<file path="config.mk">
export PLATFORM = sky130hd
export DESIGN_NAME = adc_hpf_route_invert
export DESIGN_NICKNAME = d
export VERILOG_FILES = /design/src/hpf_pkg.sv /design/src/adc_hpf_route_invert.sv /design/src/hpf_channel.sv
export SDC_FILE = /design/constraint.sdc
export NUM_CORES = 1
export LEC_CHECK = 0
export BUFFER_PORTS_ARGS = -buffer_cell sky130_fd_sc_hd__buf_2
export CORE_UTILIZATION = 57
export CTS_CLUSTER_SIZE = 10
export DETAILED_ROUTE_END_ITERATION = 7
export PLACE_DENSITY = 0.78
export SLEW_MARGIN = 25
export SYNTH_ARGS = -nofsm -noshare
export SYNTH_HDL_FRONTEND = slang
export SYNTH_SLANG_ARGS = --single-unit
</file>
<file path="constraint.sdc">
create_clock -name clk -period 6.5 [get_ports clk]
set_clock_uncertainty 0.2 [all_clocks]
set_input_delay 0.325 -clock clk [delete_from_list [all_inputs] [get_ports clk]]
set_output_delay 0.325 -clock clk [all_outputs]
set_load 0.02 [all_outputs]
</file>
<file path="src/hpf_pkg.sv">
/*
 * Shared constants for the ADC high pass filter, inversion and slot routing block.
 * Assumes a 40 MHz system clock and a sample strobe from the decimators.
 */
package hpf_pkg;
   localparam int unsigned SAMPLE_WIDTH = 24;
   localparam int unsigned ADDR_WIDTH   = 8;

   // Printed offsets 0x04 and 0x0e are not all multiples of four, so they are indices.
   localparam logic [ADDR_WIDTH-1:0] SOURCE_INDEX  = 8'h04;
   localparam logic [ADDR_WIDTH-1:0] CONTROL_INDEX = 8'h0e;
   localparam logic [ADDR_WIDTH-1:0] STATUS_INDEX  = 8'h10;

   localparam int unsigned LEFT_SLOT_SOURCE_BIT      = 15;
   localparam int unsigned RIGHT_SLOT_SOURCE_BIT     = 14;
   localparam int unsigned HIGHPASS_ENABLE_BIT       = 8;
   localparam int unsigned CUTOFF_SELECT_MSB         = 6;
   localparam int unsigned CUTOFF_SELECT_LSB         = 5;
   localparam int unsigned LEFT_POLARITY_INVERT_BIT  = 1;
   localparam int unsigned RIGHT_POLARITY_INVERT_BIT = 0;

   localparam logic       LEFT_SLOT_SOURCE_RESET      = 1'b0;
   localparam logic       RIGHT_SLOT_SOURCE_RESET     = 1'b1;
   localparam logic       HIGHPASS_ENABLE_RESET       = 1'b1;
   localparam logic [1:0] CUTOFF_SELECT_RESET         = 2'b00;
   localparam logic       POLARITY_INVERT_RESET       = 1'b0;

   typedef enum logic [1:0] {
      CUTOFF_HIFI,
      CUTOFF_VOICE1,
      CUTOFF_VOICE2,
      CUTOFF_VOICE3
   } cutoff_type;

   // Pole shift k gives pole 1 - 2^-k; fc is about fs / (2 pi 2^k), so it scales with fs.
   localparam int unsigned SHIFT_HIFI   = 11;
   localparam int unsigned SHIFT_VOICE1 = 5;
   localparam int unsigned SHIFT_VOICE2 = 3;
   localparam int unsigned SHIFT_VOICE3 = 2;
   localparam int unsigned GUARD_BITS   = 12;

   localparam logic [1:0] RESP_OKAY   = 2'b00;
   localparam logic [1:0] RESP_SLVERR = 2'b10;
endpackage

</file>
<file path="src/adc_hpf_route_invert.sv">
/*
 * ADC post-processing: high pass filter, polarity inversion and slot routing,
 * with an AXI4-Lite register slave. Assumes in-domain sample strobes from the
 * decimators and a serializer that takes one stereo pair per output strobe.
 */
// Summary of operation
// - Filter both channels when enable is one; bypass when zero; enable resets to one.
// - Two-bit cut-off field at bits 6:5 resets to hi-fi, 4 Hz at 48 kHz.
// - Field value 01 selects voice mode 1, 127 Hz at 16 kHz.
// - Field value 10 selects voice mode 2, 130 Hz at 8 kHz.
// - Field value 11 selects voice mode 3, 267 Hz at 8 kHz.
// - Coefficients are fixed per sample, so cut-off scales with sample rate.
// - Bit 15 picks left slot source: zero left ADC, one right; resets zero.
// - Bit 14 picks right slot source: zero left ADC, one right; resets one.
// - Bit 1 of filter control inverts left ADC output; resets clear.
// - Bit 0 of filter control inverts right ADC output; resets clear.
`timescale 1ns/1ps
module adc_hpf_route_invert #(
   parameter int unsigned WIDTH = hpf_pkg::SAMPLE_WIDTH
) (
   input  wire logic                    clk,
   input  wire logic                    srst,
   input  wire logic [31:0]             s_axi_awaddr,
   input  wire logic                    s_axi_awvalid,
   output logic                         s_axi_awready,
   input  wire logic [31:0]             s_axi_wdata,
   input  wire logic [3:0]              s_axi_wstrb,
   input  wire logic                    s_axi_wvalid,
   output logic                         s_axi_wready,
   output logic [1:0]                   s_axi_bresp,
   output logic                         s_axi_bvalid,
   input  wire logic                    s_axi_bready,
   input  wire logic [31:0]             s_axi_araddr,
   input  wire logic                    s_axi_arvalid,
   output logic                         s_axi_arready,
   output logic [31:0]                  s_axi_rdata,
   output logic [1:0]                   s_axi_rresp,
   output logic                         s_axi_rvalid,
   input  wire logic                    s_axi_rready,
   input  wire logic                    sample_strobe,
   input  wire logic signed [WIDTH-1:0] adc_left,
   input  wire logic signed [WIDTH-1:0] adc_right,
   output logic                         slot_strobe,
   output logic signed [WIDTH-1:0]      slot_left,
   output logic signed [WIDTH-1:0]      slot_right
);
   logic        left_slot_source;
   logic        right_slot_source;
   logic        highpass_enable;
   logic [1:0]  cutoff_select;
   logic        left_polarity_invert;
   logic        right_polarity_invert;

   logic        aw_held;
   logic        w_held;
   logic [31:0] aw_addr;
   logic [31:0] w_data;
   logic [3:0]  w_strb;
   logic        write_go;
   logic        write_hit;
   logic        source_write;
   logic        control_write;

   logic                    filter_strobe;
   logic                    invert_strobe;
   logic signed [WIDTH-1:0] filt_left;
   logic signed [WIDTH-1:0] filt_right;
   logic signed [WIDTH-1:0] inv_left;
   logic signed [WIDTH-1:0] inv_right;
   logic [31:0]             next_rdata;
   logic                    read_hit;

   // Byte address is four times the printed index.
   function automatic logic [31:0] byte_addr(input logic [hpf_pkg::ADDR_WIDTH-1:0] index);
      byte_addr = {22'h00_0000, index, 2'b00};
   endfunction

   function automatic logic signed [WIDTH-1:0] negate_sat(input logic signed [WIDTH-1:0] v);
      if (v == {1'b1, {(WIDTH-1){1'b0}}}) begin
         negate_sat = {1'b0, {(WIDTH-1){1'b1}}};
      end else begin
         negate_sat = -v;
      end
   endfunction

   function automatic logic [31:0] source_word(input logic l, input logic r);
      source_word = '0;
      source_word[hpf_pkg::LEFT_SLOT_SOURCE_BIT]  = l;
      source_word[hpf_pkg::RIGHT_SLOT_SOURCE_BIT] = r;
   endfunction

   // Write channel: address and data are taken in either order, then answered together.
   assign s_axi_awready = !aw_held && !s_axi_bvalid;
   assign s_axi_wready  = !w_held && !s_axi_bvalid;
   assign write_go      = aw_held && w_held && !s_axi_bvalid;
   assign source_write  = write_go && (aw_addr == byte_addr(hpf_pkg::SOURCE_INDEX));
   assign control_write = write_go && (aw_addr == byte_addr(hpf_pkg::CONTROL_INDEX));

   always_ff @(posedge clk) begin
      if (srst) begin
         aw_held <= 1'b0;
         aw_addr <= 32'h0000_0000;
      end else if (s_axi_awvalid && s_axi_awready) begin
         aw_held <= 1'b1;
         aw_addr <= s_axi_awaddr;
      end else if (write_go) begin
         aw_held <= 1'b0;
      end
   end

   always_ff @(posedge clk) begin
      if (srst) begin
         w_held <= 1'b0;
         w_data <= 32'h0000_0000;
         w_strb <= 4'h0;
      end else if (s_axi_wvalid && s_axi_wready) begin
         w_held <= 1'b1;
         w_data <= s_axi_wdata;
         w_strb <= s_axi_wstrb;
      end else if (write_go) begin
         w_held <= 1'b0;
      end
   end

   always_comb begin
      write_hit = (aw_addr == byte_addr(hpf_pkg::SOURCE_INDEX))
               || (aw_addr == byte_addr(hpf_pkg::CONTROL_INDEX));
   end

   always_ff @(posedge clk) begin
      if (srst) begin
         s_axi_bvalid <= 1'b0;
         s_axi_bresp  <= hpf_pkg::RESP_OKAY;
      end else if (write_go) begin
         s_axi_bvalid <= 1'b1;
         s_axi_bresp  <= write_hit ? hpf_pkg::RESP_OKAY : hpf_pkg::RESP_SLVERR;
      end else if (s_axi_bready) begin
         s_axi_bvalid <= 1'b0;
      end
   end

   // Slot source register; only the upper byte lane holds live bits.
   always_ff @(posedge clk) begin
      if (srst) begin
         left_slot_source <= hpf_pkg::LEFT_SLOT_SOURCE_RESET;
      end else if (source_write && w_strb[1]) begin
         left_slot_source <= w_data[hpf_pkg::LEFT_SLOT_SOURCE_BIT];
      end
   end

   always_ff @(posedge clk) begin
      if (srst) begin
         right_slot_source <= hpf_pkg::RIGHT_SLOT_SOURCE_RESET;
      end else if (source_write && w_strb[1]) begin
         right_slot_source <= w_data[hpf_pkg::RIGHT_SLOT_SOURCE_BIT];
      end
   end

   always_ff @(posedge clk) begin
      if (srst) begin
         highpass_enable <= hpf_pkg::HIGHPASS_ENABLE_RESET;
      end else if (control_write && w_strb[1]) begin
         highpass_enable <= w_data[hpf_pkg::HIGHPASS_ENABLE_BIT];
      end
   end

   always_ff @(posedge clk) begin
      if (srst) begin
         cutoff_select <= hpf_pkg::CUTOFF_SELECT_RESET;
      end else if (control_write && w_strb[0]) begin
         cutoff_select <= w_data[hpf_pkg::CUTOFF_SELECT_MSB:hpf_pkg::CUTOFF_SELECT_LSB];
      end
   end

   always_ff @(posedge clk) begin
      if (srst) begin
         left_polarity_invert <= hpf_pkg::POLARITY_INVERT_RESET;
      end else if (control_write && w_strb[0]) begin
         left_polarity_invert <= w_data[hpf_pkg::LEFT_POLARITY_INVERT_BIT];
      end
   end

   always_ff @(posedge clk) begin
      if (srst) begin
         right_polarity_invert <= hpf_pkg::POLARITY_INVERT_RESET;
      end else if (control_write && w_strb[0]) begin
         right_polarity_invert <= w_data[hpf_pkg::RIGHT_POLARITY_INVERT_BIT];
      end
   end

   // Read channel; the status word shows the last output pair signs, left in bit 0 and right in bit 1.
   assign s_axi_arready = !s_axi_rvalid;

   always_comb begin
      next_rdata = 32'h0000_0000;
      read_hit   = 1'b1;
      if (s_axi_araddr == byte_addr(hpf_pkg::SOURCE_INDEX)) begin
         next_rdata = source_word(left_slot_source, right_slot_source);
      end else if (s_axi_araddr == byte_addr(hpf_pkg::CONTROL_INDEX)) begin
         next_rdata[hpf_pkg::HIGHPASS_ENABLE_BIT] = highpass_enable;
         next_rdata[hpf_pkg::CUTOFF_SELECT_MSB:hpf_pkg::CUTOFF_SELECT_LSB] = cutoff_select;
         next_rdata[hpf_pkg::LEFT_POLARITY_INVERT_BIT]  = left_polarity_invert;
         next_rdata[hpf_pkg::RIGHT_POLARITY_INVERT_BIT] = right_polarity_invert;
      end else if (s_axi_araddr == byte_addr(hpf_pkg::STATUS_INDEX)) begin
         next_rdata[0] = slot_left[WIDTH-1];
         next_rdata[1] = slot_right[WIDTH-1];
      end else begin
         read_hit = 1'b0;
      end
   end

   always_ff @(posedge clk) begin
      if (srst) begin
         s_axi_rvalid <= 1'b0;
         s_axi_rdata  <= 32'h0000_0000;
         s_axi_rresp  <= hpf_pkg::RESP_OKAY;
      end else if (s_axi_arvalid && s_axi_arready) begin
         s_axi_rvalid <= 1'b1;
         s_axi_rdata  <= next_rdata;
         s_axi_rresp  <= read_hit ? hpf_pkg::RESP_OKAY : hpf_pkg::RESP_SLVERR;
      end else if (s_axi_rready) begin
         s_axi_rvalid <= 1'b0;
      end
   end

   // Stage one: the filter on each channel.
   hpf_channel #(
      .WIDTH (WIDTH)
   ) left_filter (
      .clk        (clk),
      .srst       (srst),
      .strobe     (sample_strobe),
      .enable     (highpass_enable),
      .cutoff     (cutoff_select),
      .sample_in  (adc_left),
      .sample_out (filt_left)
   );

   hpf_channel #(
      .WIDTH (WIDTH)
   ) right_filter (
      .clk        (clk),
      .srst       (srst),
      .strobe     (sample_strobe),
      .enable     (highpass_enable),
      .cutoff     (cutoff_select),
      .sample_in  (adc_right),
      .sample_out (filt_right)
   );

   always_ff @(posedge clk) begin
      if (srst) begin
         filter_strobe <= 1'b0;
      end else begin
         filter_strobe <= sample_strobe;
      end
   end

   always_ff @(posedge clk) begin
      if (srst) begin
         invert_strobe <= 1'b0;
      end else begin
         invert_strobe <= filter_strobe;
      end
   end

   always_ff @(posedge clk) begin
      if (srst) begin
         slot_strobe <= 1'b0;
      end else begin
         slot_strobe <= invert_strobe;
      end
   end

   // Stage two: optional inversion after the filter.
   always_ff @(posedge clk) begin
      if (srst) begin
         inv_left <= '0;
      end else if (filter_strobe) begin
         inv_left <= left_polarity_invert ? negate_sat(filt_left) : filt_left;
      end
   end

   always_ff @(posedge clk) begin
      if (srst) begin
         inv_right <= '0;
      end else if (filter_strobe) begin
         inv_right <= right_polarity_invert ? negate_sat(filt_right) : filt_right;
      end
   end

   // Stage three: the crossbar, sampled only on a strobe so a change never splits a pair.
   always_ff @(posedge clk) begin
      if (srst) begin
         slot_left <= '0;
      end else if (invert_strobe) begin
         slot_left <= left_slot_source ? inv_right : inv_left;
      end
   end

   always_ff @(posedge clk) begin
      if (srst) begin
         slot_right <= '0;
      end else if (invert_strobe) begin
         slot_right <= right_slot_source ? inv_right : inv_left;
      end
   end
endmodule

</file>
<file path="src/hpf_channel.sv">
/*
 * One channel of the first-order DC blocking filter.
 * Assumes samples arrive at most once per clock, marked by a strobe.
 */
`timescale 1ns/1ps
module hpf_channel #(
   parameter int unsigned WIDTH = hpf_pkg::SAMPLE_WIDTH
) (
   input  wire logic                    clk,
   input  wire logic                    srst,
   input  wire logic                    strobe,
   input  wire logic                    enable,
   input  wire logic [1:0]              cutoff,
   input  wire logic signed [WIDTH-1:0] sample_in,
   output logic signed [WIDTH-1:0]      sample_out
);
   localparam int unsigned ACC = WIDTH + hpf_pkg::GUARD_BITS + 2;

   logic signed [ACC-1:0] dc_estimate;
   logic signed [ACC-1:0] input_scaled;
   logic signed [ACC-1:0] error;
   logic signed [ACC-1:0] next_estimate;
   logic signed [ACC-1:0] filtered;
   logic signed [ACC-1:0] pos_limit;
   logic signed [ACC-1:0] neg_limit;

   // Coefficients are fixed per sample, so the cut-off tracks the sample rate.
   function automatic logic signed [ACC-1:0] scale_down(input logic signed [ACC-1:0] value,
                                                        input logic [1:0] sel);
      case (sel)
         2'b00:   scale_down = value >>> hpf_pkg::SHIFT_HIFI;
         2'b01:   scale_down = value >>> hpf_pkg::SHIFT_VOICE1;
         2'b10:   scale_down = value >>> hpf_pkg::SHIFT_VOICE2;
         default: scale_down = value >>> hpf_pkg::SHIFT_VOICE3;
      endcase
   endfunction

   always_comb begin
      input_scaled  = ACC'(sample_in) <<< hpf_pkg::GUARD_BITS;
      error         = input_scaled - dc_estimate;
      next_estimate = dc_estimate + scale_down(error, cutoff);
      filtered      = error >>> hpf_pkg::GUARD_BITS;
      pos_limit     = ACC'({1'b0, {(WIDTH-1){1'b1}}});
      neg_limit     = -pos_limit - ACC'(1);
   end

   // The estimate is held at zero while bypassed, so re-enabling starts from a clean state.
   always_ff @(posedge clk) begin
      if (srst || !enable) begin
         dc_estimate <= '0;
      end else if (strobe) begin
         dc_estimate <= next_estimate;
      end
   end

   always_ff @(posedge clk) begin
      if (srst) begin
         sample_out <= '0;
      end else if (strobe) begin
         if (!enable) begin
            sample_out <= sample_in;
         end else if (filtered > pos_limit) begin
            sample_out <= pos_limit[WIDTH-1:0];
         end else if (filtered < neg_limit) begin
            sample_out <= neg_limit[WIDTH-1:0];
         end else begin
            sample_out <= filtered[WIDTH-1:0];
         end
      end
   end
endmodule

</file>
Word-level counts from Yosys, hierarchy flattened

Index checks and enable logic that the tools add are counted.

$lt $le $gt $ge: 4
Add/sub/neg operators: 6
Equal/unequal tests: 9
Reduce and logical (&&, ||, !) cells: 24
Mux-type cells: 34

Operators by type and width:

| cell                   | count |
|---|---|
| $mux W24               | 12 |
| $pmux W35 S3           | 2 |
| $add A38 B36 Y38       | 2 |
| $sub A36 B38 Y38       | 2 |
| $eq A32 B5 Y1 const B  | 2 |
| $eq A32 B6 Y1 const B  | 2 |
| $gt A26 B24 Y1 const B | 2 |
| $lt A26 B24 Y1 const B | 2 |
| $eq A24 B24 Y1 const B | 2 |
| $neg A24 Y24           | 2 |
| $eq A32 B7 Y1 const B  | 1 |
| $mux W2                | 7 |
| $logic_and A1 B1 Y1    | 12 |
| $mux W1                | 12 |
| $reduce_bool A2 Y1     | 4 |
| $mux W7                | 1 |
| $logic_not A1 Y1       | 5 |
| $eq A2 B1 Y1 const B   | 1 |
| $eq A2 B2 Y1 const B   | 1 |
| $logic_not A2 Y1       | 1 |
| $logic_or A1 B1 Y1     | 2 |

Input port bits: 156
Output and inout port bits: 90
Word-level logic and storage cells: 104
Bits in registers: 316

Longest topological paths before layout

Gate-level depths: netlist of run 1.

Word-level depth: 5
Depth in mapped cells: 25

Hierarchy

From an unflattened synthesis of run 1, not the netlist that was laid out.

Cell total of the unflattened synthesis: 2591
Area total of the unflattened synthesis: 20897.5 sq um

By module, submodules not included:

| module                     | cells an instance | instances | sequential area each (sq um) | area an instance (sq um) |
|---|---|---|---|---|
| adc_hpf_route_invert       | 853               | 1         | 3203.1                       | 7457.2 |
| hpf_channel (right_filter) | 901               | 1         | 1241.2                       | 6816.5 |
| hpf_channel (left_filter)  | 837               | 1         | 1241.2                       | 6623.9 |

Worst setup path before layout of run 1

Ideal clock, no wire load.

Kind: register to register
Start point: register left_filter.dc_estimate[13]
End point: register left_filter.dc_estimate[29]
Path slack: 1349 ps
Arrival time: 4824 ps
Data required time: 6172 ps
Cell stages (with the launch flop): 24
Path through: dfxtp_1 > inv_1 > ha_1 > a21oi_2 > nor3b_4 > a211oi_4 > a31o_4 > o211ai_1 > a21oi_2 > o31ai_1 > mux2i_1 > xor2_1 > mux4_2 > ha_1 > a21o_1 > a21o_1 > a211o_1 > nor3_1 > nor3_1 > or3_1 > a21oi_1 > xnor2_1 > mux2i_1 > nor2_1

Cells in the longest elaborated chain, start to end: 3

RTL lines:

| item                   | line              | source |
|---|---|---|
| from (decl)            | hpf_channel.sv:19 | `logic signed [ACC-1:0] dc_estimate;` |
| from (signal assigned) | hpf_channel.sv:52 | `dc_estimate <= next_estimate;` |
| $sub A36 B38 Y38       | hpf_channel.sv:40 | `error = input_scaled - dc_estimate;` |
| $pmux W35 S3           | hpf_channel.sv:30 | `case (sel)` |
| $add A38 B36 Y38 (*)   | hpf_channel.sv:41 | `next_estimate = dc_estimate + scale_down(error, cutoff);` |

Every way passes the cells marked *; elsewhere a longest branch is shown, timed or not.
A chain may end at the register's enable or synchronous reset.

Worst setup path after layout of run 1

Start point: input port adc_left[1]
End point: register left_filter.dc_estimate[36]

Cells in the longest elaborated chain, start to end: 3

RTL lines:

| item                 | line                       | source |
|---|---|---|
| from (decl)          | adc_hpf_route_invert.sv:41 | `input wire logic signed [WIDTH-1:0] adc_left,` |
| $sub A36 B38 Y38 (*) | hpf_channel.sv:40          |  |
| $pmux W35 S3         | hpf_channel.sv:30          |  |
| $add A38 B36 Y38 (*) | hpf_channel.sv:41          |  |

Marks and branches as above.

==> results of run 1 <==
==> sequential cells by signal, summed over array words and instances (netlist names), 2 cells and up <==
| name | cells |
|---|---|
| slot_right | 24 |
| slot_left | 24 |
| inv_left | 24 |
| cutoff_select | 2 |
| w_strb | 2 |
| aw_addr | 32 |
| right_filter.sample_out | 24 |
| left_filter.dc_estimate | 38 |
| inv_right | 24 |
| left_filter.sample_out | 24 |
| s_axi_rdata | 7 |
| w_data | 7 |
| right_filter.dc_estimate | 38 |
==> per-layer routing <==
layer | routed length [µm] | global-route usage (%) | part of all wire (%) | vias up
met5 | 0 | 0 | 0 | -
met4 | 2400 | 13.0 | 4.0 | 0
met3 | 4670 | 5.50 | 7.9 | 214
met2 | 27700 | 53.9 | 47 | 870
met1 | 24500 | 40.1 | 41 | 9134
li1 | - | - | - | 9468
==> final cells by class <==
type	instances	area [µm²]	area share [%]
antenna	2	5.00	0.0214
clock inverter	6	81.3	0.348
tap	455	569	2.43
clock buffer	47	1000	4.29
sequential	284	5690	24.3
timing repair buffer	313	2120	9.07
multi-input combinational	2011	13600	58.1
inverter	87	327	1.40
==> worst register-to-register path: stages (launching register included) <==
cell       delay (ns)
dfxtp_1          0.38
inv_1            0.06
ha_1             0.33
a21o_1           0.18
a21oi_1          0.22
a21boi_0         0.16
a31o_4           0.27
or2_2            0.30
a21oi_1          0.20
xnor2_1          0.19
mux4_2           0.55
ha_1             0.45
nand3_1          0.09
or4_1            0.49
a21oi_1          0.32
a2111oi_2        0.11
nor4_1           0.53
o2111ai_1        0.30
nand4_1          0.21
a41oi_1          0.16
xor2_1           0.17
o21ai_0          0.13
==> placed cells by master, fill, tap and decap left out, types with 33 or more instances in the layout <==
cell type	n
ha_1	132
mux4_2	35
nand3_1	38
a211oi_1	120
dfxtp_1	281
buf_2	189
clkbuf_16	38
dlygate4sd3_1	93
a21oi_1	233
nor2_1	266
nand2_1	253
inv_1	85
nor3_1	33
mux2i_1	109
o21ai_0	140
o21ai_1	38
xor2_1	74
a21o_1	57
xnor2_1	81
==> timing repair <==
item | 4_1_cts | 5_1_grt
gates resized for setup | 0 | 1
endpoints found under the setup margin | 0 | 2
endpoints found under the hold margin | 92 | 0
hold buffers | 93 | 0
==> cell families after synthesis <==
family | synth area share, %
adders and majority gates | 8.35
buffers and inverters | 5.37
and+or+nand+nor | 18.2
muxes | 9.28
other | 0.0185
xor gates and xnor gates | 6.92
AOI/OAI and AO/OA | 23.8
DFF | 28.1
==> power groups by stage <==
| stage | logic (mW) | registers, mW | clock network [mW] |
|---|---|---|---|
| floorplan | 6.31 | 2.50 | 0 |
| finish | 8.21 | 2.62 | 1.89 |
| global route | 8.99 | 2.67 | 1.98 |
| global placement | 7.63 | 2.62 | 0 |
| detailed placement | 7.87 | 2.64 | 0 |
| CTS | 8.00 | 2.60 | 1.91 |
==> how the worst min path moves through the flow <==
stage / start / to / depth (start not counted) / slack (ns)
2_1_floorplan: s_axi_rready / s_axi_rvalid / 1 / 0.22
3_3_place_gp: aw_addr[13] / aw_addr[13] / 2 / 0.24
3_5_place_dp: w_strb[0] / w_strb[0] / 2 / 0.25
4_1_cts: adc_right[23] / right_filter.sample_out[23] / 3 / 0.004
5_1_grt: sample_strobe / right_filter.dc_estimate[34] / 3 / 0.05
6_report: adc_right[23] / right_filter.sample_out[23] / 3 / 0.02
==> flow_metrics.py, run 1 <==
metrics = {
    "placed_design": {
        "routabilityCongestion": 0.990,
        "hpwlAfterDp_um": 41300,
        "placed_cell_area_um2": 21400,
        "dp.cells": 3057,
        "port-buffer-count": 191,
        "post-place-ws_ns": 0.414,
    },
    "critical_path": {
        "rr_startpoint": "left_filter.dc_estimate[18]",
        "critical_path.max_stage_delay_ns": 0.55,
        "path_buf_inv": 2,
        "cp_max_fo": 6,
        "crit_end": "left_filter.dc_estimate[36]",
        "start_kind": "input port",
        "cp_slowest_cell": "mux4_2",
        "cp_num_cells": 22,
        "setup.worst_path.end_class": "flip-flop",
        "rrSetupSlack_ns": 0.43,
        "crit_family": "simple AND/OR/NAND/NOR gates",
        "crit_start": "adc_left[1]",
        "crit_chain": "dlygate4sd3_1 > buf_2 > ha_1 > a21oi_2 > nor3b_4 > a211oi_4 > a31o_4 > or2_2 > a21oi_1 > xnor2_1 > mux4_2 > ha_1 > nand3_1 > or4_1 > a21oi_1 > a2111oi_2 > nor4_1 > o2111ai_1 > nand4_1 > a41oi_1 > xor2_1 > o21ai_0",
        "worst_ep_required_time_ns": 6.76,
        "reg2regPathDepth": 21,
        "r2r-end": "left_filter.dc_estimate[36]",
        "critPathKind": "in2reg",
        "cp_data_arrival_time_ns": 6.42,
    },
    "timing": {
        "final_hold_viol_count": 0,
        "min_period_ns": 6.16,
        "finalCritPeriodShare_pct": 94.7,
        "layout_setup_ws_ns": 0.344,
        "slew_headroom_pct": 29.8,
        "finalSetupViolCount": 0,
        "drv_slew": 0,
        "fin_tns_setup_ns": 0,
        "fmax_mhz": 162,
        "hold_slack_ns": 0.0158,
        "worstMarginPinSlew_ns": 1.05,
        "rsz0062_at_grt": "no",
    },
    "final_layout": {
        "final_nets": 3024,
        "post_route_cells_drive_above_1_share_pct": 12.8,
        "final_area_um2": 23400,
        "utilization_pct": 67.4,
        "fill_cells": 2765,
        "instances_no_fill": 3205,
        "areaGrowthSynthToFinish_pct": 15.5,
    },
    "detailed_routing": {
        "dr.pass1.iters": 5,
        "wl_per_cell_um": 18.5,
        "post-route-drc-count": 0,
        "routed_wl_um": 59300,
        "drt_iter0_drc": 1495,
        "num_vias": 19686,
        "postRouteAntennaNets": 0,
        "vias_per_cell": 6.14,
    },
    "floorplan": {
        "die_area_um2": 36300,
        "coreArea_um2": 34700,
        "die_height_um": 191,
        "die_w_um": 191,
        "rows": 68,
        "pin_count": 246,
        "initial_core_util_pct": 58.4,
    },
    "synth": {
        "synth_warnings": 0,
        "synth_top_cell_by_area": "dfxtp_1",
        "synth_area_um2": 20300,
        "synth_area_leaders": "dfxtp_1 (28%), ha_1 (8.2%), a21oi_1 (5.8%)",
        "ys_seq_area_share_pct": 28.1,
        "syn_area_per_cell_um2": 8.04,
        "synth_top_area_share_pct": 28.1,
        "async_reset_ff_share_pct": 0,
        "synth_seq_cells": 284,
        "ys.flop_type": "dfxtp_1",
        "synth_common_cells": "dfxtp_1 (284), nor2_1 (268), nand2_1 (254), a21oi_1 (233), o21ai_0 (140)",
        "yosys.cell_count.top_type": "dfxtp_1",
        "yosysUniqueCellTypes": 89,
        "synthCells": 2518,
        "synth_edf_count": 0,
    },
    "run_status": {
        "run_status": "finished, final reports clean",
    },
    "clock_tree": {
        "cts_tree": "done",
        "clock_latency_ns": 0.54,
        "cts_setup_buffers": 0,
        "htreeDepth": 2,
        "cts_made_buffers": 37,
        "cts.sink_count": 284,
        "clk_pin_slew_ns": 0.05,
        "cts_root_buf": "clkbuf_16",
        "cts_buffer_depth": 3,
    },
    "pwr": {
        "comb_power_share_pct": 64.6,
        "sw_frac_of_total_pct": 47.1,
        "max-vdd-ir-drop_mv": 0.232,
        "pwr-share-clk_pct": 14.8,
        "p_leak_nw": 9.84,
        "power.total_mw": 12.7,
        "pwr-share-seq_pct": 20.6,
        "p_int_mw": 6.73,
        "cellPowerDensity_nw_per_um2": 544,
        "power_switching_mw": 5.99,
    },
    "flow_run": {
        "cap_violations": 0,
    },
    "worst_hold_path": {
        "hp-class": "in2reg",
    },
    "grt": {
        "gr-usage-all-layers_pct": 31.9,
        "grt_max_degree": 98,
        "antenna_found_initial": 1,
        "grt_pass1_wl_um": 94600,
        "grt_pass1_vias": 18563,
        "overflow": 0,
    },
}
No activity file was read; power rests on OpenSTA's default activity.
==> run 2: changes to the inputs <==
BUFFER_PORTS_ARGS = -buffer_cell sky130_fd_sc_hd__buf_4   (was -buffer_cell sky130_fd_sc_hd__buf_2)
CAP_MARGIN = 20   (was default)
CORE_MARGIN = 2   (was default)
==> run 2 against run 1 <==
Compared with the run above:
- final cell count barely moved
- largest cell class unchanged
- register-to-register slack got worse by 0.12 ns
- power fell by 0.98%
- clock power shrank 8%
==> flow_metrics.py, run 2 (synthesis gave the netlist of run 1 again) <==
metrics = {
    "floorplan": {
        "initial_core_util_pct": 57.4,
        "die_height_um": 193,
        "rows": 69,
        "coreArea_um2": 35300,
        "die_area_um2": 37100,
        "die_w_um": 193,
        "pin_count": 246,
    },
    "critical_path": {
        "cp_data_arrival_time_ns": 6.45,
        "r2r-end": "right_filter.dc_estimate[37]",
        "cp_max_fo": 8,
        "critical_path.max_stage_delay_ns": 0.54,
        "crit_chain": "nor4_4 > nand2_2 > o21ai_2 > a41oi_1 > nor2b_1 > o311a_1 > nor2_1 > o21ai_0 > xor2_1 > mux4_2 > ha_1 > o21ai_0 > nand2b_1 > nand3_1 > o21ai_0 > o21bai_1 > a31oi_1 > a21o_1 > a31oi_1 > or3_1 > nand3_1 > mux2i_1",
        "worst_ep_required_time_ns": 6.76,
        "reg2regPathDepth": 22,
        "worst_path_most_repeated_cell": "o21ai_0",
        "start_kind": "flip-flop",
        "setup.worst_path.end_class": "flip-flop",
        "crit_end": "right_filter.dc_estimate[37]",
        "crit_start": "right_filter.dc_estimate[1]",
        "rr_startpoint": "right_filter.dc_estimate[1]",
        "cp_slowest_cell": "mux4_2",
        "rrSetupSlack_ns": 0.31,
        "critPathKind": "reg2reg",
    },
    "worst_hold_path": {
        "hp-class": "in2reg",
        "whs_path_depth": 3,
    },
    "detailed_routing": {
        "num_vias": 19557,
        "wl_per_cell_um": 18.7,
        "vias_per_cell": 6.10,
        "postRouteAntennaNets": 0,
        "post-route-drc-count": 0,
        "routed_wl_um": 59800,
        "drt_iter0_drc": 1371,
        "dr.pass1.iters": 5,
    },
    "timing": {
        "rsz0062_at_grt": "yes",
        "min_period_ns": 6.19,
        "finalSetupViolCount": 0,
        "worstMarginPinSlew_ns": 1.13,
        "drv_slew": 0,
        "finalCritPeriodShare_pct": 95.2,
        "fin_tns_setup_ns": 0,
        "final_hold_viol_count": 0,
        "slew_headroom_pct": 24.4,
        "fmax_mhz": 162,
    },
    "grt": {
        "grtUsageMet2_pct": 52.5,
        "grt_pass1_vias": 18314,
        "overflow": 0,
        "use_met1_pct": 39.4,
        "met3_usage_pct": 5.13,
        "antenna_found_initial": 1,
        "grt_max_degree": 88,
        "top_usage_layer": "met2",
        "gr-usage-all-layers_pct": 31.2,
        "grt_pass1_wl_um": 93000,
    },
    "final_layout": {
        "areaGrowthSynthToFinish_pct": 17.4,
        "final_nets": 3023,
        "top_regs": "left_filter.dc_estimate x38, right_filter.dc_estimate x38, aw_addr x32",
        "final_common_cell": "dfxtp_1",
        "final_cell_mix": "dfxtp_1 (281), nor2_1 (266), nand2_1 (253), a21oi_1 (233), buf_4 (222)",
        "post_route_cells_drive_above_1_share_pct": 12.8,
    },
    "clock_tree": {
        "clk_pin_slew_ns": 0.06,
        "cts_made_buffers": 35,
        "htreeDepth": 2,
        "cts_root_buf": "clkbuf_16",
        "cts.sink_count": 284,
        "clock_latency_ns": 0.54,
        "cts_setup_buffers": 0,
        "cts_buffer_depth": 3,
        "cts_tree": "done",
    },
    "pwr": {
        "max-vdd-ir-drop_mv": 0.340,
        "p_leak_nw": 9.90,
        "power.total_mw": 12.6,
        "cellPowerDensity_nw_per_um2": 530,
    },
    "run_status": {
        "run_status": "finished, final reports clean",
    },
    "placed_design": {
        "hpwlAfterDp_um": 42500,
        "port-buffer-count": 191,
        "routabilityCongestion": 0.936,
    },
    "flow_run": {
        "cap_violations": 0,
    },
}
## run 2: layout make-up
class | count | area (µm²)
Clock buffer | 47 | 941
Tap cell | 461 | 577
Multi-Input combinational cell | 2011 | 13600
Inverter | 87 | 327
Fill cell | 2917 | 11500
Sequential cell | 284 | 5690
Clock inverter | 3 | 37.5
Timing Repair Buffer | 314 | 2590
Antenna cell | 1 | 2.50
## run 2: how the worst min path moves through the flow
stage,from,end,slack [ns]
floorplan,s_axi_rready,s_axi_rvalid,0.22
global placement,aw_addr[13],aw_addr[13],0.24
detailed placement,aw_addr[23],aw_addr[23],0.25
CTS,adc_right[23],right_filter.sample_out[23],0.01
global route,adc_right[23],right_filter.sample_out[23],0.04
finish,adc_right[23],right_filter.sample_out[23],0.04
## run 2: where the power goes
part           switching [mW]  total (mW)  internal, mW
registers               0.482        2.62          2.14
clock network           0.738        1.74          1.00
logic                    4.73        8.23          3.51
total                    5.95        12.6          6.65
## run 2: critical path: cells and delay by family (launching register included)
kind	cells	cell delay (ns)
AOI/OAI and AO/OA	10	2.53
xor gates and xnor gates	1	0.26
adders and majority gates	1	0.38
DFF	1	0.39
muxes	2	0.72
and+or+nand+nor	8	1.64
## run 2: through the flow
| stage | hold WS, ns | std cells | setup WS (ns) | area (µm²) | util, % |
|---|---|---|---|---|---|
| after floorplan | 0.224 | 2544 | 1.35 | 20400 | - |
| after global placement | 0.237 | 3065 | 0.587 | 21800 | 61.9 |
| after detailed placement | 0.247 | 3065 | 0.520 | 21800 | 61.9 |
| after CTS | 0.0115 | 3207 | 0.481 | 23700 | 67.3 |
| after global routing | 0.0363 | 3208 | -0.0130 | 23800 | 67.3 |
| final | 0.0371 | 3208 | 0.314 | 23800 | 67.3 |
## run 2: what timing repair did
item | CTS | global route
gates resized for setup | 0 | 3
hold buffers | 92 | 0
hold endpoints to repair | 92 | 0
endpoints found under the setup margin | 0 | 2
## run 2: per-layer routing
metal  vias up  part of all wire (%)
met1      9129                    43
met3       175                   7.1
met4         0                   4.2
met2       794                    46
met5         -                     0
li1       9459                     -
==> run 3: changes to the inputs <==
PLACE_DENSITY = 0.75   (was 0.78)
==> run 3 against run 2 <==
Compared with the run above:
- first-iteration DRC count increased by 14%
- final cell count increased by 0.25%
- routed wire length decreased by 1.4%
- via count decreased by 0.79%
- power increased by 1.2%
- die area unchanged
- clock power increased by 7%
- sequential share of layout area decreased by 0.12 points
==> flow_metrics.py, run 3 (synthesis gave the netlist of run 1 again) <==
metrics = {
    "final_layout": {
        "areaGrowthSynthToFinish_pct": 18.0,
        "final_common_cell": "dfxtp_1",
        "final_nets": 3028,
        "top_regs": "left_filter.dc_estimate x38, right_filter.dc_estimate x38, aw_addr x32",
        "post_route_cells_drive_above_1_share_pct": 13.0,
        "utilization_pct": 67.7,
        "final_cell_mix": "dfxtp_1 (281), nor2_1 (266), nand2_1 (253), a21oi_1 (233), buf_4 (223)",
        "fill_cells": 2884,
    },
    "timing": {
        "worstMarginPinSlew_ns": 1.04,
        "min_period_ns": 6.11,
        "slew_headroom_pct": 30.8,
        "finalCritPeriodShare_pct": 93.9,
        "rsz0062_at_grt": "no",
        "finalSetupViolCount": 0,
        "fin_tns_setup_ns": 0,
        "final_hold_viol_count": 0,
        "drv_slew": 0,
        "fmax_mhz": 164,
    },
    "detailed_routing": {
        "wl_per_cell_um": 18.3,
        "routed_wl_um": 59000,
        "dr.pass1.iters": 6,
        "vias_per_cell": 6.03,
        "num_vias": 19402,
        "postRouteAntennaNets": 0,
        "post-route-drc-count": 0,
        "drt_iter0_drc": 1564,
    },
    "clock_tree": {
        "cts_root_buf": "clkbuf_16",
        "cts_made_buffers": 36,
        "htreeDepth": 2,
        "cts_setup_buffers": 0,
        "cts.sink_count": 284,
        "cts_buffer_depth": 3,
        "cts_tree": "done",
        "clk_pin_slew_ns": 0.05,
        "clock_latency_ns": 0.54,
    },
    "grt": {
        "overflow": 0,
        "grt_max_degree": 122,
        "antenna_found_initial": 4,
        "grt_pass1_vias": 18091,
        "grt_pass1_wl_um": 92800,
        "gr-usage-all-layers_pct": 31.0,
    },
    "floorplan": {
        "die_area_um2": 37100,
        "die_height_um": 193,
        "pin_count": 246,
        "initial_core_util_pct": 57.4,
        "die_w_um": 193,
        "rows": 69,
        "coreArea_um2": 35300,
    },
    "critical_path": {
        "rrSetupSlack_ns": 0.44,
        "rr_startpoint": "right_filter.dc_estimate[1]",
        "crit_start": "adc_left[1]",
        "cp_data_arrival_time_ns": 6.39,
        "critical_path.max_stage_delay_ns": 0.53,
        "setup.worst_path.end_class": "flip-flop",
        "reg2regPathDepth": 20,
        "cp_max_fo": 6,
        "start_kind": "input port",
        "r2r-end": "right_filter.dc_estimate[36]",
        "critPathKind": "in2reg",
        "worst_ep_required_time_ns": 6.79,
        "cp_slowest_cell": "dlygate4sd3_1",
        "crit_chain": "dlygate4sd3_1 > buf_4 > ha_1 > a21oi_2 > nor3b_4 > a211oi_4 > a31o_4 > o211ai_1 > nand2b_1 > a211oi_1 > nor2_1 > mux4_2 > ha_1 > and3_1 > o2111ai_1 > nand3b_1 > a21oi_1 > nor3_1 > nor3_1 > o21ai_0 > a21o_1 > a211o_1 > a211o_1 > nand2_1",
    },
    "worst_hold_path": {
        "worstHoldStart": "s_axi_araddr[5]",
        "whs_path_depth": 6,
        "hp-class": "in2reg",
        "holdPathEnd": "s_axi_rdata[0]",
    },
    "run_status": {
        "run_status": "finished, final reports clean",
    },
    "pwr": {
        "max-vdd-ir-drop_mv": 0.313,
        "p_leak_nw": 9.97,
        "cellPowerDensity_nw_per_um2": 533,
    },
    "placed_design": {
        "routabilityCongestion": 0.930,
        "port-buffer-count": 191,
        "hpwlAfterDp_um": 41900,
    },
    "flow_run": {
        "cap_violations": 0,
    },
}
[run 3: changes by cell type in the layout (fill, tap and decap cells not counted), moves of 2 or more]
cell / delta
clkbuf_1: -7
clkbuf_8: +5
dlygate4sd3_1: +2
diode_2: +3
[run 3: through the flow]
step	worst slack, ns	cells	instance area (µm²)	hold slack [ns]	power, mW
after floorplan	1.35	2544	20400	0.224	8.81
after global placement	0.604	3067	21900	0.239	10.4
after detailed placement	0.550	3067	21900	0.245	10.6
after CTS	0.528	3212	23900	0.00131	12.6
after global routing	0.0101	3216	23900	0.0653	13.7
final	0.395	3216	23900	0.0236	12.7
[run 3: worst max-delay path by stage]
stage / endpoint / slack [ns] / depth (start not counted)
after floorplan: left_filter.dc_estimate[29] / 1.35 / 23
after global placement: left_filter.dc_estimate[37] / 0.60 / 23
after detailed placement: left_filter.dc_estimate[37] / 0.55 / 24
after CTS: left_filter.dc_estimate[37] / 0.53 / 24
after global routing: right_filter.dc_estimate[36] / 0.01 / 20
final: left_filter.dc_estimate[37] / 0.39 / 24
[run 3: worst max-delay path: cells and delay by family]
kind / cells / cell delay (ns)
compound gates: 11 / 2.47
fa+ha+maj: 2 / 0.74
mux: 1 / 0.53
buf+inv: 2 / 0.69
simple gates: 8 / 1.62
[run 3: what timing repair did]
action | in CTS | in global routing
hold buffers | 94 | 0
resized for setup | 0 | 0
hold endpoints to repair | 94 | 0
[run 3: layout make-up]
class                      instances  area [µm²]  share of cell area [%]
antenna                            4        10.0                  0.0419
tap                              461         577                    2.41
timing repair buffer             318        2630                    11.0
sequential                       284        5690                    23.8
multi-input combinational       2011       13600                    56.9
clock buffer                      46        1010                    4.22
clock inverter                     5        65.1                   0.272
inverter                          87         327                    1.37
[run 3: layer usage]
layer  GRT usage (%)  share of wire [%]  up-vias
met2            50.1                 45      792
met3            4.29                7.4      174
met1            40.9                 43     8956
li1                -                  -     9480
met5               0                  0        -
met4            15.0                4.6        0
[run 3: power by group]
| group | switching, mW | leakage (nW) | internal, mW |
|---|---|---|---|
| sequential | 0.481 | 2.34 | 2.14 |
| combinational | 4.73 | 7.10 | 3.52 |
| clock | 0.750 | 0.531 | 1.12 |
